[src/rtl/charger_cmd_pkg.sv]
// shared constants and carrier types for the charger command register bank
package charger_cmd_pkg;
   // command codes seen on the slave command port
   localparam logic [7:0] CMD_STATUS  = 8'h13;  // status word, read only
   localparam logic [7:0] CMD_CURRENT = 8'h14;  // current request, write only
   localparam logic [7:0] CMD_VOLTAGE = 8'h15;  // voltage request, write only
   localparam logic [7:0] CMD_ALARM   = 8'h16;  // alarm warning, write only
   localparam logic [7:0] CMD_VERSION = 8'h3C;  // version word, read only
   // status word field positions
   localparam int ST_THERM_UNDER = 11;
   localparam int ST_ALARM_INH = 12;
   localparam int ST_PWR_FAIL  = 13;
   localparam int ST_BATT      = 14;
   localparam int ST_ADAPTER   = 15;
   // alarm warning upper nibble that stops charging
   localparam int AL_STOP_HI   = 15;
   localparam int AL_STOP_LO   = 12;
   // reset values and special request codes
   localparam logic [15:0] REQ_RESET   = 16'h0000;
   localparam logic [15:0] REQ_MAXIMUM = 16'hFFFF;
   localparam logic [15:0] STATUS_LOW  = 16'h0000; // lower status bits outside this bank
   // version code: value is arbitrary
   localparam logic [15:0] VERSION_CODE = 16'h5A21;

   // one command transaction from the protocol engine
   typedef struct packed {
      logic        valid;  // one-cycle strobe
      logic        write;  // 1 write word, 0 read word
      logic [7:0]  cmd;    // command code
      logic [15:0] data;   // write data
   } cmd_req_t;

   // answer returned to the protocol engine
   typedef struct packed {
      logic        done;   // one-cycle strobe
      logic        ack;    // 1 acknowledge, 0 not-acknowledge
      logic [15:0] data;   // read data
   } cmd_rsp_t;

   // sensed levels from the analog side
   typedef struct packed {
      logic therm_under;   // thermistor below valid range
      logic pwr_fail_cmp;  // battery above 0.9 of adapter voltage
      logic batt_present;  // battery connected
      logic adapter_power_ok;  // adapter charge power available
   } sense_t;
endpackage

[src/rtl/charger_command_register_bank.sv]
`timescale 1ns/1ps
// command register bank: status, current, voltage, alarm and version words
// Notes on behaviour
// - bit 11 shows live thermistor underrange
// - accepted alarm sets inhibit; alarm never clears
// - inhibit cleared by defaults, absences, valid pair
// - bit 14 shows battery presence
// - bit 15 shows adapter power presence
// - status word read only; write nacked
// - current request 16-bit mA, resets zero
// - current above maximum uses programmed maximum
// - current hffff selects maximum safe current
// - voltage request 16-bit mV, resets zero
// - voltage above maximum clamps to maximum
// - voltage hffff selects device maximum voltage
// - current, voltage, alarm words nack reads
// - upper alarm bit set stops charging
// - upper alarm zeros have no effect
// - alarm bit 11 and lower ignored
// - version word returns fixed code
// - wake-up plus stop alarm goes not-charging
module charger_command_register_bank
(
   input  wire logic                      REF_CLK,
   input  wire logic                      RST_N,
   input  wire charger_cmd_pkg::cmd_req_t CMD_REQ,
   input  wire charger_cmd_pkg::sense_t   SENSE,
   input  wire logic                      DEFAULTS_RESET,
   input  wire logic                      IN_WAKEUP,
   input  wire logic [15:0]               MAX_CURRENT,
   input  wire logic [15:0]               MAX_VOLTAGE,
   input  wire logic [15:0]               SAFE_CURRENT,
   input  wire logic [15:0]               DEVICE_MAX_VOLTAGE,
   output charger_cmd_pkg::cmd_rsp_t      CMD_RSP,
   output logic [15:0]                    CURRENT_SETTING,
   output logic [15:0]                    VOLTAGE_SETTING,
   output logic                           CURRENT_AUTO,
   output logic                           VOLTAGE_AUTO,
   output logic                           STOP_CHARGE,
   output logic                           GO_NOT_CHARGING,
   output logic                           PAIR_VALID,
   output logic                           ALARM_INHIBITED
);
   // synchronised sense levels
   logic therm_under_s;      // thermistor underrange, synced
   logic pwr_fail_s;         // power-fail comparator, synced
   logic batt_s;             // battery presence, synced
   logic adapter_s;          // adapter power presence, synced

   // raw request words
   logic [15:0] current_req_r;  // last current request
   logic [15:0] voltage_req_r;  // last voltage request
   logic        cur_seen_r;     // current written since last clear
   logic        vol_seen_r;     // voltage written since last clear
   logic        alarm_inh_r;    // alarm inhibited flag
   logic [15:0] status_word;    // assembled status word

   // decoded strobes
   logic wr_cur;      // current request write
   logic wr_vol;      // voltage request write
   logic wr_alarm;    // alarm warning write
   logic alarm_stop;  // alarm with an upper nibble bit set
   logic pair_done;   // both halves of the pair now present
   logic inh_clear;   // any clearing cause for the inhibit flag

   // clamp a request: maximum code passes as auto, above limit is limited
   function automatic logic [15:0] clamp_req(input logic [15:0] req,
                                             input logic [15:0] lim,
                                             input logic [15:0] auto_val);
      // auto code first, so it never reads as an over-limit request
      if (req == charger_cmd_pkg::REQ_MAXIMUM)
         clamp_req = auto_val;
      else if (req > lim)
         clamp_req = lim;
      else
         clamp_req = req;
   endfunction

   // compare command codes for a write or read
   function automatic logic is_cmd(input charger_cmd_pkg::cmd_req_t r,
                                   input logic [7:0] code,
                                   input logic wr);
      is_cmd = r.valid && (r.cmd == code) && (r.write == wr);
   endfunction

   // sense inputs come from the analog side, so each is synchronised
   // the filter costs four cycles of latency on each sensed status bit; the
   // sensed levels move slowly, so the delay was traded for status bits
   // that never show a half-settled value on a read
   // thermistor underrange level
   level_sync u_sync_therm
   (
      .REF_CLK (REF_CLK),
      .RST_N   (RST_N),
      .d_in    (SENSE.therm_under),
      .q_out   (therm_under_s)
   );
   // power-fail comparator level
   level_sync u_sync_pfail
   (
      .REF_CLK (REF_CLK),
      .RST_N   (RST_N),
      .d_in    (SENSE.pwr_fail_cmp),
      .q_out   (pwr_fail_s)
   );
   // battery presence level
   level_sync u_sync_batt
   (
      .REF_CLK (REF_CLK),
      .RST_N   (RST_N),
      .d_in    (SENSE.batt_present),
      .q_out   (batt_s)
   );
   // adapter power level
   level_sync u_sync_adapter
   (
      .REF_CLK (REF_CLK),
      .RST_N   (RST_N),
      .d_in    (SENSE.adapter_power_ok),
      .q_out   (adapter_s)
   );

   // command decode; requests are one-cycle strobes, so nothing here is
   // held past the taking edge
   always_comb
   begin
      wr_cur   = is_cmd(CMD_REQ, charger_cmd_pkg::CMD_CURRENT, 1'b1);
      wr_vol   = is_cmd(CMD_REQ, charger_cmd_pkg::CMD_VOLTAGE, 1'b1);
      wr_alarm = is_cmd(CMD_REQ, charger_cmd_pkg::CMD_ALARM, 1'b1);
      alarm_stop = wr_alarm &&
         (|CMD_REQ.data[charger_cmd_pkg::AL_STOP_HI:charger_cmd_pkg::AL_STOP_LO]);
      // each half may arrive now or be remembered from earlier
      // pair completes with either order
      pair_done = (wr_cur || cur_seen_r) && (wr_vol || vol_seen_r) &&
                  (wr_cur || wr_vol);
      inh_clear = DEFAULTS_RESET || !batt_s || !adapter_s || pair_done;
   end

   // status word assembly; lower bits belong to other logic
   always_comb
   begin
      // bits 10..0 stay zero in this bank
      status_word = charger_cmd_pkg::STATUS_LOW;
      status_word[charger_cmd_pkg::ST_THERM_UNDER] = therm_under_s;
      status_word[charger_cmd_pkg::ST_ALARM_INH] = alarm_inh_r;
      status_word[charger_cmd_pkg::ST_PWR_FAIL]  = pwr_fail_s;
      status_word[charger_cmd_pkg::ST_BATT]      = batt_s;
      status_word[charger_cmd_pkg::ST_ADAPTER]   = adapter_s;
   end

   // current request word; hffff is kept as written so the auto code
   // survives until the setting stage
   always_ff @(posedge REF_CLK)
   begin
      // zero at reset, full word taken
      if (!RST_N)
         current_req_r <= charger_cmd_pkg::REQ_RESET;
      else if (wr_cur)
         current_req_r <= CMD_REQ.data;
   end

   // voltage request word; handled like the current word, so a
   // hffff request reaches the setting stage unchanged
   always_ff @(posedge REF_CLK)
   begin
      // zero at reset, full word taken
      if (!RST_N)
         voltage_req_r <= charger_cmd_pkg::REQ_RESET;
      else if (wr_vol)
         voltage_req_r <= CMD_REQ.data;
   end

   // pair tracking; a completed pair or a defaults reset starts over
   // both halves in one cycle cannot happen: one request a cycle
   always_ff @(posedge REF_CLK)
   begin
      if (!RST_N)
      begin
         cur_seen_r <= 1'b0;
         vol_seen_r <= 1'b0;
      end
      else if (pair_done || DEFAULTS_RESET)
      begin
         cur_seen_r <= 1'b0;
         vol_seen_r <= 1'b0;
      end
      // keep collecting until both halves are in
      else
      begin
         cur_seen_r <= cur_seen_r || wr_cur;
         vol_seen_r <= vol_seen_r || wr_vol;
      end
   end

   // alarm inhibited flag; a new alarm wins over a clear in the same cycle
   // while a battery or adapter is absent the clear stays asserted, so a
   // set in that time lasts one cycle only
   always_ff @(posedge REF_CLK)
   begin
      if (!RST_N)
         alarm_inh_r <= 1'b0;
      // a zero upper nibble still counts as an accepted word
      // set on any accepted alarm
      else if (wr_alarm)
         alarm_inh_r <= 1'b1;
      else if (inh_clear)
         alarm_inh_r <= 1'b0;
   end

   // applied current, registered so the output comes from a flop; the
   // limits are levels, so a moved limit applies on the next edge
   always_ff @(posedge REF_CLK)
   begin
      if (!RST_N)
      begin
         CURRENT_SETTING <= charger_cmd_pkg::REQ_RESET;
         CURRENT_AUTO    <= 1'b0;
      end
      else
      begin
         CURRENT_SETTING <= clamp_req(current_req_r, MAX_CURRENT, SAFE_CURRENT);
         CURRENT_AUTO    <= (current_req_r == charger_cmd_pkg::REQ_MAXIMUM);
      end
   end

   // applied voltage, handled like the current
   always_ff @(posedge REF_CLK)
   begin
      if (!RST_N)
      begin
         VOLTAGE_SETTING <= charger_cmd_pkg::REQ_RESET;
         VOLTAGE_AUTO    <= 1'b0;
      end
      else
      begin
         VOLTAGE_SETTING <= clamp_req(voltage_req_r, MAX_VOLTAGE, DEVICE_MAX_VOLTAGE);
         VOLTAGE_AUTO    <= (voltage_req_r == charger_cmd_pkg::REQ_MAXIMUM);
      end
   end

   // stop pulse toward the charge controller
   always_ff @(posedge REF_CLK)
   begin
      if (!RST_N)
         STOP_CHARGE <= 1'b0;
      else
         STOP_CHARGE <= alarm_stop;
   end

   // wake-up exit pulse; IN_WAKEUP is a level from logic on this clock,
   // so it is taken on the same edge that sees the alarm
   always_ff @(posedge REF_CLK)
   begin
      if (!RST_N)
         GO_NOT_CHARGING <= 1'b0;
      else
         GO_NOT_CHARGING <= alarm_stop && IN_WAKEUP;
   end

   // pair pulse; it marks the edge at which the second half arrived
   // and lasts one cycle, as the tracking clears on that same edge
   always_ff @(posedge REF_CLK)
   begin
      if (!RST_N)
         PAIR_VALID <= 1'b0;
      else
         PAIR_VALID <= pair_done;
   end

   // mirror of the inhibit flag for the controller
   // it runs one cycle behind status bit 12
   always_ff @(posedge REF_CLK)
   begin
      if (!RST_N)
         ALARM_INHIBITED <= 1'b0;
      else
         ALARM_INHIBITED <= alarm_inh_r;
   end

   // command answer, one cycle after the request
   // every request is answered, refused ones with done and no ack, so
   // the protocol engine never waits on a missing answer
   always_ff @(posedge REF_CLK)
   begin
      if (!RST_N)
         CMD_RSP <= '0;
      else
      begin
         // idle and refused cycles answer with ack and data at zero
         CMD_RSP.done <= CMD_REQ.valid;
         CMD_RSP.ack  <= 1'b0;
         CMD_RSP.data <= 16'h0000;
         // only a taken request decodes a command
         if (CMD_REQ.valid)
         begin
            case (CMD_REQ.cmd)
               charger_cmd_pkg::CMD_STATUS:
               begin
                  CMD_RSP.ack <= !CMD_REQ.write;
                  if (!CMD_REQ.write)
                     CMD_RSP.data <= status_word;
               end
               charger_cmd_pkg::CMD_CURRENT,
               charger_cmd_pkg::CMD_VOLTAGE,
               charger_cmd_pkg::CMD_ALARM:
                  CMD_RSP.ack <= CMD_REQ.write;
               charger_cmd_pkg::CMD_VERSION:
               begin
                  CMD_RSP.ack <= !CMD_REQ.write;
                  if (!CMD_REQ.write)
                     CMD_RSP.data <= charger_cmd_pkg::VERSION_CODE;
               end
               // unknown command: not acknowledged
               default:
                  CMD_RSP.ack <= 1'b0;
            endcase
         end
      end
   end
endmodule

[src/rtl/level_sync.sv]
`timescale 1ns/1ps
// three-stage synchroniser that accepts a change once stages two and three agree
module level_sync
(
   input  wire logic REF_CLK,
   input  wire logic RST_N,
   input  wire logic d_in,
   output logic      q_out
);
   logic s1_r;   // first stage, read only by s2
   logic s2_r;   // second stage
   logic s3_r;   // third stage

   // shift chain
   always_ff @(posedge REF_CLK)
   begin
      if (!RST_N)
      begin
         s1_r <= 1'b0;
         s2_r <= 1'b0;
         s3_r <= 1'b0;
      end
      else
      begin
         s1_r <= d_in;
         s2_r <= s1_r;
         s3_r <= s2_r;
      end
   end

   // filtered level moves only when the two late stages agree
   always_ff @(posedge REF_CLK)
   begin
      if (!RST_N)
         q_out <= 1'b0;
      else if (s2_r == s3_r)
         q_out <= s3_r;
   end
endmodule

[config.mk]
export PLATFORM = sky130hd
export DESIGN_NAME = charger_command_register_bank
export DESIGN_NICKNAME = d
export VERILOG_FILES = /design/src/rtl/charger_cmd_pkg.sv /design/src/rtl/charger_command_register_bank.sv /design/src/rtl/level_sync.sv
export SDC_FILE = /design/constraint.sdc
export NUM_CORES = 1
export LEC_CHECK = 0
export BUFFER_PORTS_ARGS = -buffer_cell sky130_fd_sc_hd__buf_4
export CAP_MARGIN = 5
export CORE_MARGIN = 4
export CORE_UTILIZATION = 52
export DETAILED_ROUTE_END_ITERATION = 8
export PLACE_DENSITY = 0.92
export SLEW_MARGIN = 0
export SYNTH_ARGS = -nofsm -noshare
export SYNTH_HDL_FRONTEND = slang
export SYNTH_SLANG_ARGS = --single-unit
[constraint.sdc]
create_clock -name REF_CLK -period 2.6 [get_ports REF_CLK]
set_input_delay 0.39 -clock REF_CLK [delete_from_list [all_inputs] [get_ports REF_CLK]]
set_output_delay 0.39 -clock REF_CLK [all_outputs]
set_load 0.005 [all_outputs]
==> flow_summary.rst <==
.. list-table::
   :header-rows: 1

   * - Metric
     - Value
   * - Status
     - finished clean
   * - Top-count cell post-synth
     - sky130_fd_sc_hd__dfxtp_1
   * - Fraction of post-synthesis cell area in the top cell type by area
     - 0.387
   * - Worst min-delay path startpoint
     - IN_WAKEUP
   * - Dominant cells by area after synthesis
     - sky130_fd_sc_hd__dfxtp_1 39%, sky130_fd_sc_hd__ha_1 8.0%, sky130_fd_sc_hd__mux2i_1 6.4%
   * - Sequential area share after synthesis
     - 0.387
   * - Max FO, Critical Path
     - 16
   * - Worst R2R Start
     - current_req_r[14]$_SDFFE_PN0P_
   * - # setup viols final
     - 0
   * - Primary flip-flop cell chosen by synthesis mapping
     - sky130_fd_sc_hd__dfxtp_1
   * - Category of the critical setup timing path
     - flop to flop
   * - Core region area
     - 9330 um2
   * - CTS tree
     - done
   * - Final Hold Viols
     - 0
   * - Post-synthesis xor/xnor area fraction
     - 0
   * - Largest area contributor in the synthesized netlist
     - sky130_fd_sc_hd__dfxtp_1
   * - Tcrit/Tclk final
     - 0.825
   * - Inserted Diodes
     - 0
   * - Headroom to the max-slew limit
     - 0.637
   * - Worst min-delay path category
     - input port to flop
   * - Area of combinational cells with multiple inputs
     - 2620 um2
   * - IO Port Bufs
     - 145
   * - Reg-to-reg endpoint
     - CURRENT_SETTING[11]$_SDFF_PN0_
   * - Worst Reg2Reg Path Length in Cells
     - 6
   * - Top post-synthesis cells by count
     - 97 x sky130_fd_sc_hd__dfxtp_1, 64 x sky130_fd_sc_hd__inv_1, 36 x sky130_fd_sc_hd__o21ai_0, 35 x sky130_fd_sc_hd__nor2b_1
   * - Count of warnings emitted by yosys
     - 0
   * - Flop-to-flop setup slack
     - 0.45 ns
   * - Number of synthesized flops with an enable pin
     - 0
   * - End-of-flow core utilization
     - 0.684
   * - Peak supply drop
     - 0.328 mV
   * - Number of detailed-routing iterations run before antenna repair
     - 5
   * - Number of cells after detailed placement
     - 809
   * - Half-perimeter wire length after placement
     - 9870 um
   * - Filler cells
     - 733
   * - Number of global-route vias before repair
     - 4463
   * - Final critical path time including I/O delays and setup
     - 2.15 ns
   * - Total number of nets in the final design
     - 821
   * - Total met3 wirelength after detailed routing
     - 1050 um
   * - Ratio of cells with drive above 1 in the final layout
     - 0.302
   * - Post-cts resize count
     - 0
   * - Clk_skew
     - 0.00869 ns
   * - Setup repair after global routing missed its margin
     - false
   * - Cell area after technology mapping
     - 5020 um2
   * - Largest family of logic cells by synthesized area
     - compound AO/OA/AOI/OAI gates
   * - Clock slew at the register clock pins of the worst setup and hold paths
     - 0.11 ns
   * - Cell depth of the worst hold path
     - 2
   * - Layout Cells excl Fill
     - 825
   * - Wl on met1
     - 5330 um
   * - Area growth, synth to finish
     - 27.0%
   * - Gate count of the mapped netlist
     - 551
   * - Worst path required time
     - 2.87 ns
   * - Synth Area per Inst
     - 9.11 um2
   * - Critical path data arrival time
     - 2.42 ns
   * - Register bit count reported by yosys
     - 97
   * - Number of top-level pins
     - 154
   * - Overall track demand over capacity in global routing
     - 0.226
   * - Clock latency on the worst-skew pair
     - 0.36 ns
   * - CTS Root Cell
     - sky130_fd_sc_hd__clkbuf_8
   * - Final Routed Wirelength
     - 12900 um
   * - Kind of end point of the critical path
     - flop
   * - Rows
     - 35
   * - Effective utilization at floorplan
     - 0.538
   * - Multiplexer share of the synthesized area
     - 0.0638
   * - Area used by sequential logic in the layout
     - 1940 um2
   * - Actual transition at the worst max-transition pin
     - 0.545 ns
   * - Length of routed met2 wiring
     - 6110 um
   * - Hold bufs inserted after CTS
     - 0
   * - Clock H-tree levels
     - 3
   * - Maximum number of buffers from clock root to sink
     - 2
   * - Pwr dens
     - 426 nW/um2
   * - Adder-cell area share of the yosys netlist
     - 0.0798
   * - Die Area
     - 11300 um2
   * - Max-cap violation count
     - 0
   * - DRC violations left
     - 0
   * - Vias after detailed routing
     - 4499
   * - GRT overflow
     - 0
   * - Fraction of the mapped netlist area in compound gates
     - 0.189
   * - Uppermost layer routed
     - met4
   * - Number of antenna violations at the first check in global routing
     - 0
   * - Worst Hold End
     - GO_NOT_CHARGING$_SDFF_PN0_
   * - P_leak
     - 2.71 nW
   * - Startpoint kind of the worst setup timing path
     - flop
   * - Hold Slack
     - 0.224 ns
   * - Number of distinct library cells after synthesis
     - 47
   * - Maximum clock frequency
     - 466 MHz
   * - DR WL/cell
     - 15.6 um
   * - Number of vias per cell after detailed routing
     - 5.45
   * - Basic-gate share of the synthesized area counting and, or, nand and nor cells
     - 0.181
   * - Post-detailed-route count of antenna-violating nets
     - 0
   * - Number of buffers created by CTS
     - 9
   * - Vertical extent of the die
     - 106 um
   * - Number of violations reported at the end of detailed-routing iteration 0
     - 168
   * - Chip width
     - 106 um
   * - Fin. max-slew vios
     - 0
   * - Sum of negative setup slack
     - 0 ns
   * - Setup repair bufs after CTS
     - 0
   * - Maximum number of pins on one net before global-route repair
     - 45
   * - Global-route wire length before repair
     - 21000 um
   * - Placer congestion estimate
     - 0.893
   * - Share of async-settable or async-resettable flops after synthesis
     - 0
   * - Sink Count
     - 97
## cell families (layout without fill, tap and decap cells)
group / count (synthesis) / after routing
simple gates: 148 / 148
compound gates: 137 / 137
buf+inv: 104 / 242
flops: 97 / 97
fa+ha+maj: 32 / 32
mux: 32 / 32
other cells: 1 / 8
## worst max-delay path: stages (launching register included)
cell and delay (ns):
sky130_fd_sc_hd__dfxtp_1 0.38, sky130_fd_sc_hd__ha_1 0.33, sky130_fd_sc_hd__nand4_2 0.16, sky130_fd_sc_hd__or3_1 0.39
sky130_fd_sc_hd__a21o_1 0.19, sky130_fd_sc_hd__a31o_4 0.34, sky130_fd_sc_hd__a211oi_1 0.27
## report_power, final
group | switching [mW] | total (mW) | internal [mW]
clock | 0.582 | 0.959 | 0.377
combinational | 0.110 | 0.263 | 0.153
sequential | 0.00343 | 1.50 | 1.49
## layout by cell type (no fill, tap or decap), drive strengths merged, types with 3 or more instances in the layout
| cell type | n |
|---|---|
| buf | 162 |
| dfxtp | 97 |
| inv | 68 |
| o21ai | 39 |
| nor2b | 35 |
| or3 | 35 |
| a211oi | 35 |
| a31oi | 32 |
| mux2i | 32 |
| ha | 32 |
| nand2 | 20 |
| and2 | 18 |
| nand4 | 16 |
| a21oi | 12 |
| clkbuf | 9 |
| conb | 8 |
| nor4 | 8 |
| nor2 | 6 |
| o21a | 4 |
| a21boi | 4 |
| or4 | 3 |
| clkinv | 3 |
## flip-flops by register name, summed over array words and instances, names as in the netlist, 8 cells and up
register / cells
voltage_req_r: 16
VOLTAGE_SETTING: 16
current_req_r: 16
CURRENT_SETTING: 16
CMD_RSP: 8
## stage by stage
step	worst slack, ns	power, mW	cell area [um2]
6_report	0.455	2.72	6380
5_1_grt	0.350	2.83	6380
4_1_cts	0.465	2.74	6380
3_5_place_dp	0.306	1.79	6180
3_3_place_gp	0.411	1.78	6180
2_1_floorplan	0.404	1.65	5050
## final cells by class
type	instances	area share
inverter	64	0.0377
timing repair buffer	162	0.191
tap	129	0.0253
sequential	97	0.305
multi-input combinational	357	0.411
clock buffer	9	0.0194
clock inverter	7	0.0108
## how the worst max path moves through the flow
stage | start | endpoint | slack, ns | cells after the start
after floorplan | MAX_CURRENT[15] | CURRENT_SETTING[0]$_SDFF_PN0_ | 0.40 | 9
after global placement | MAX_CURRENT[15] | CURRENT_SETTING[14]$_SDFF_PN0_ | 0.41 | 8
after global routing | voltage_req_r[14]$_SDFFE_PN0P_ | VOLTAGE_SETTING[1]$_SDFF_PN0_ | 0.35 | 6
final | current_req_r[14]$_SDFFE_PN0P_ | CURRENT_SETTING[11]$_SDFF_PN0_ | 0.45 | 6
after detailed placement | MAX_CURRENT[15] | CURRENT_SETTING[11]$_SDFF_PN0_ | 0.31 | 8
after CTS | current_req_r[14]$_SDFFE_PN0P_ | CURRENT_SETTING[11]$_SDFF_PN0_ | 0.46 | 6
## metal layers
| layer | vias up | global-route usage |
|---|---|---|
| met1 | 2061 | 0.291 |
| met3 | 27 | 0.0504 |
| li1 | 2224 | - |
| met4 | 0 | 0.0870 |
| met2 | 187 | 0.369 |
| met5 | - | 0 |
No activity file was read; power rests on OpenSTA's default activity.
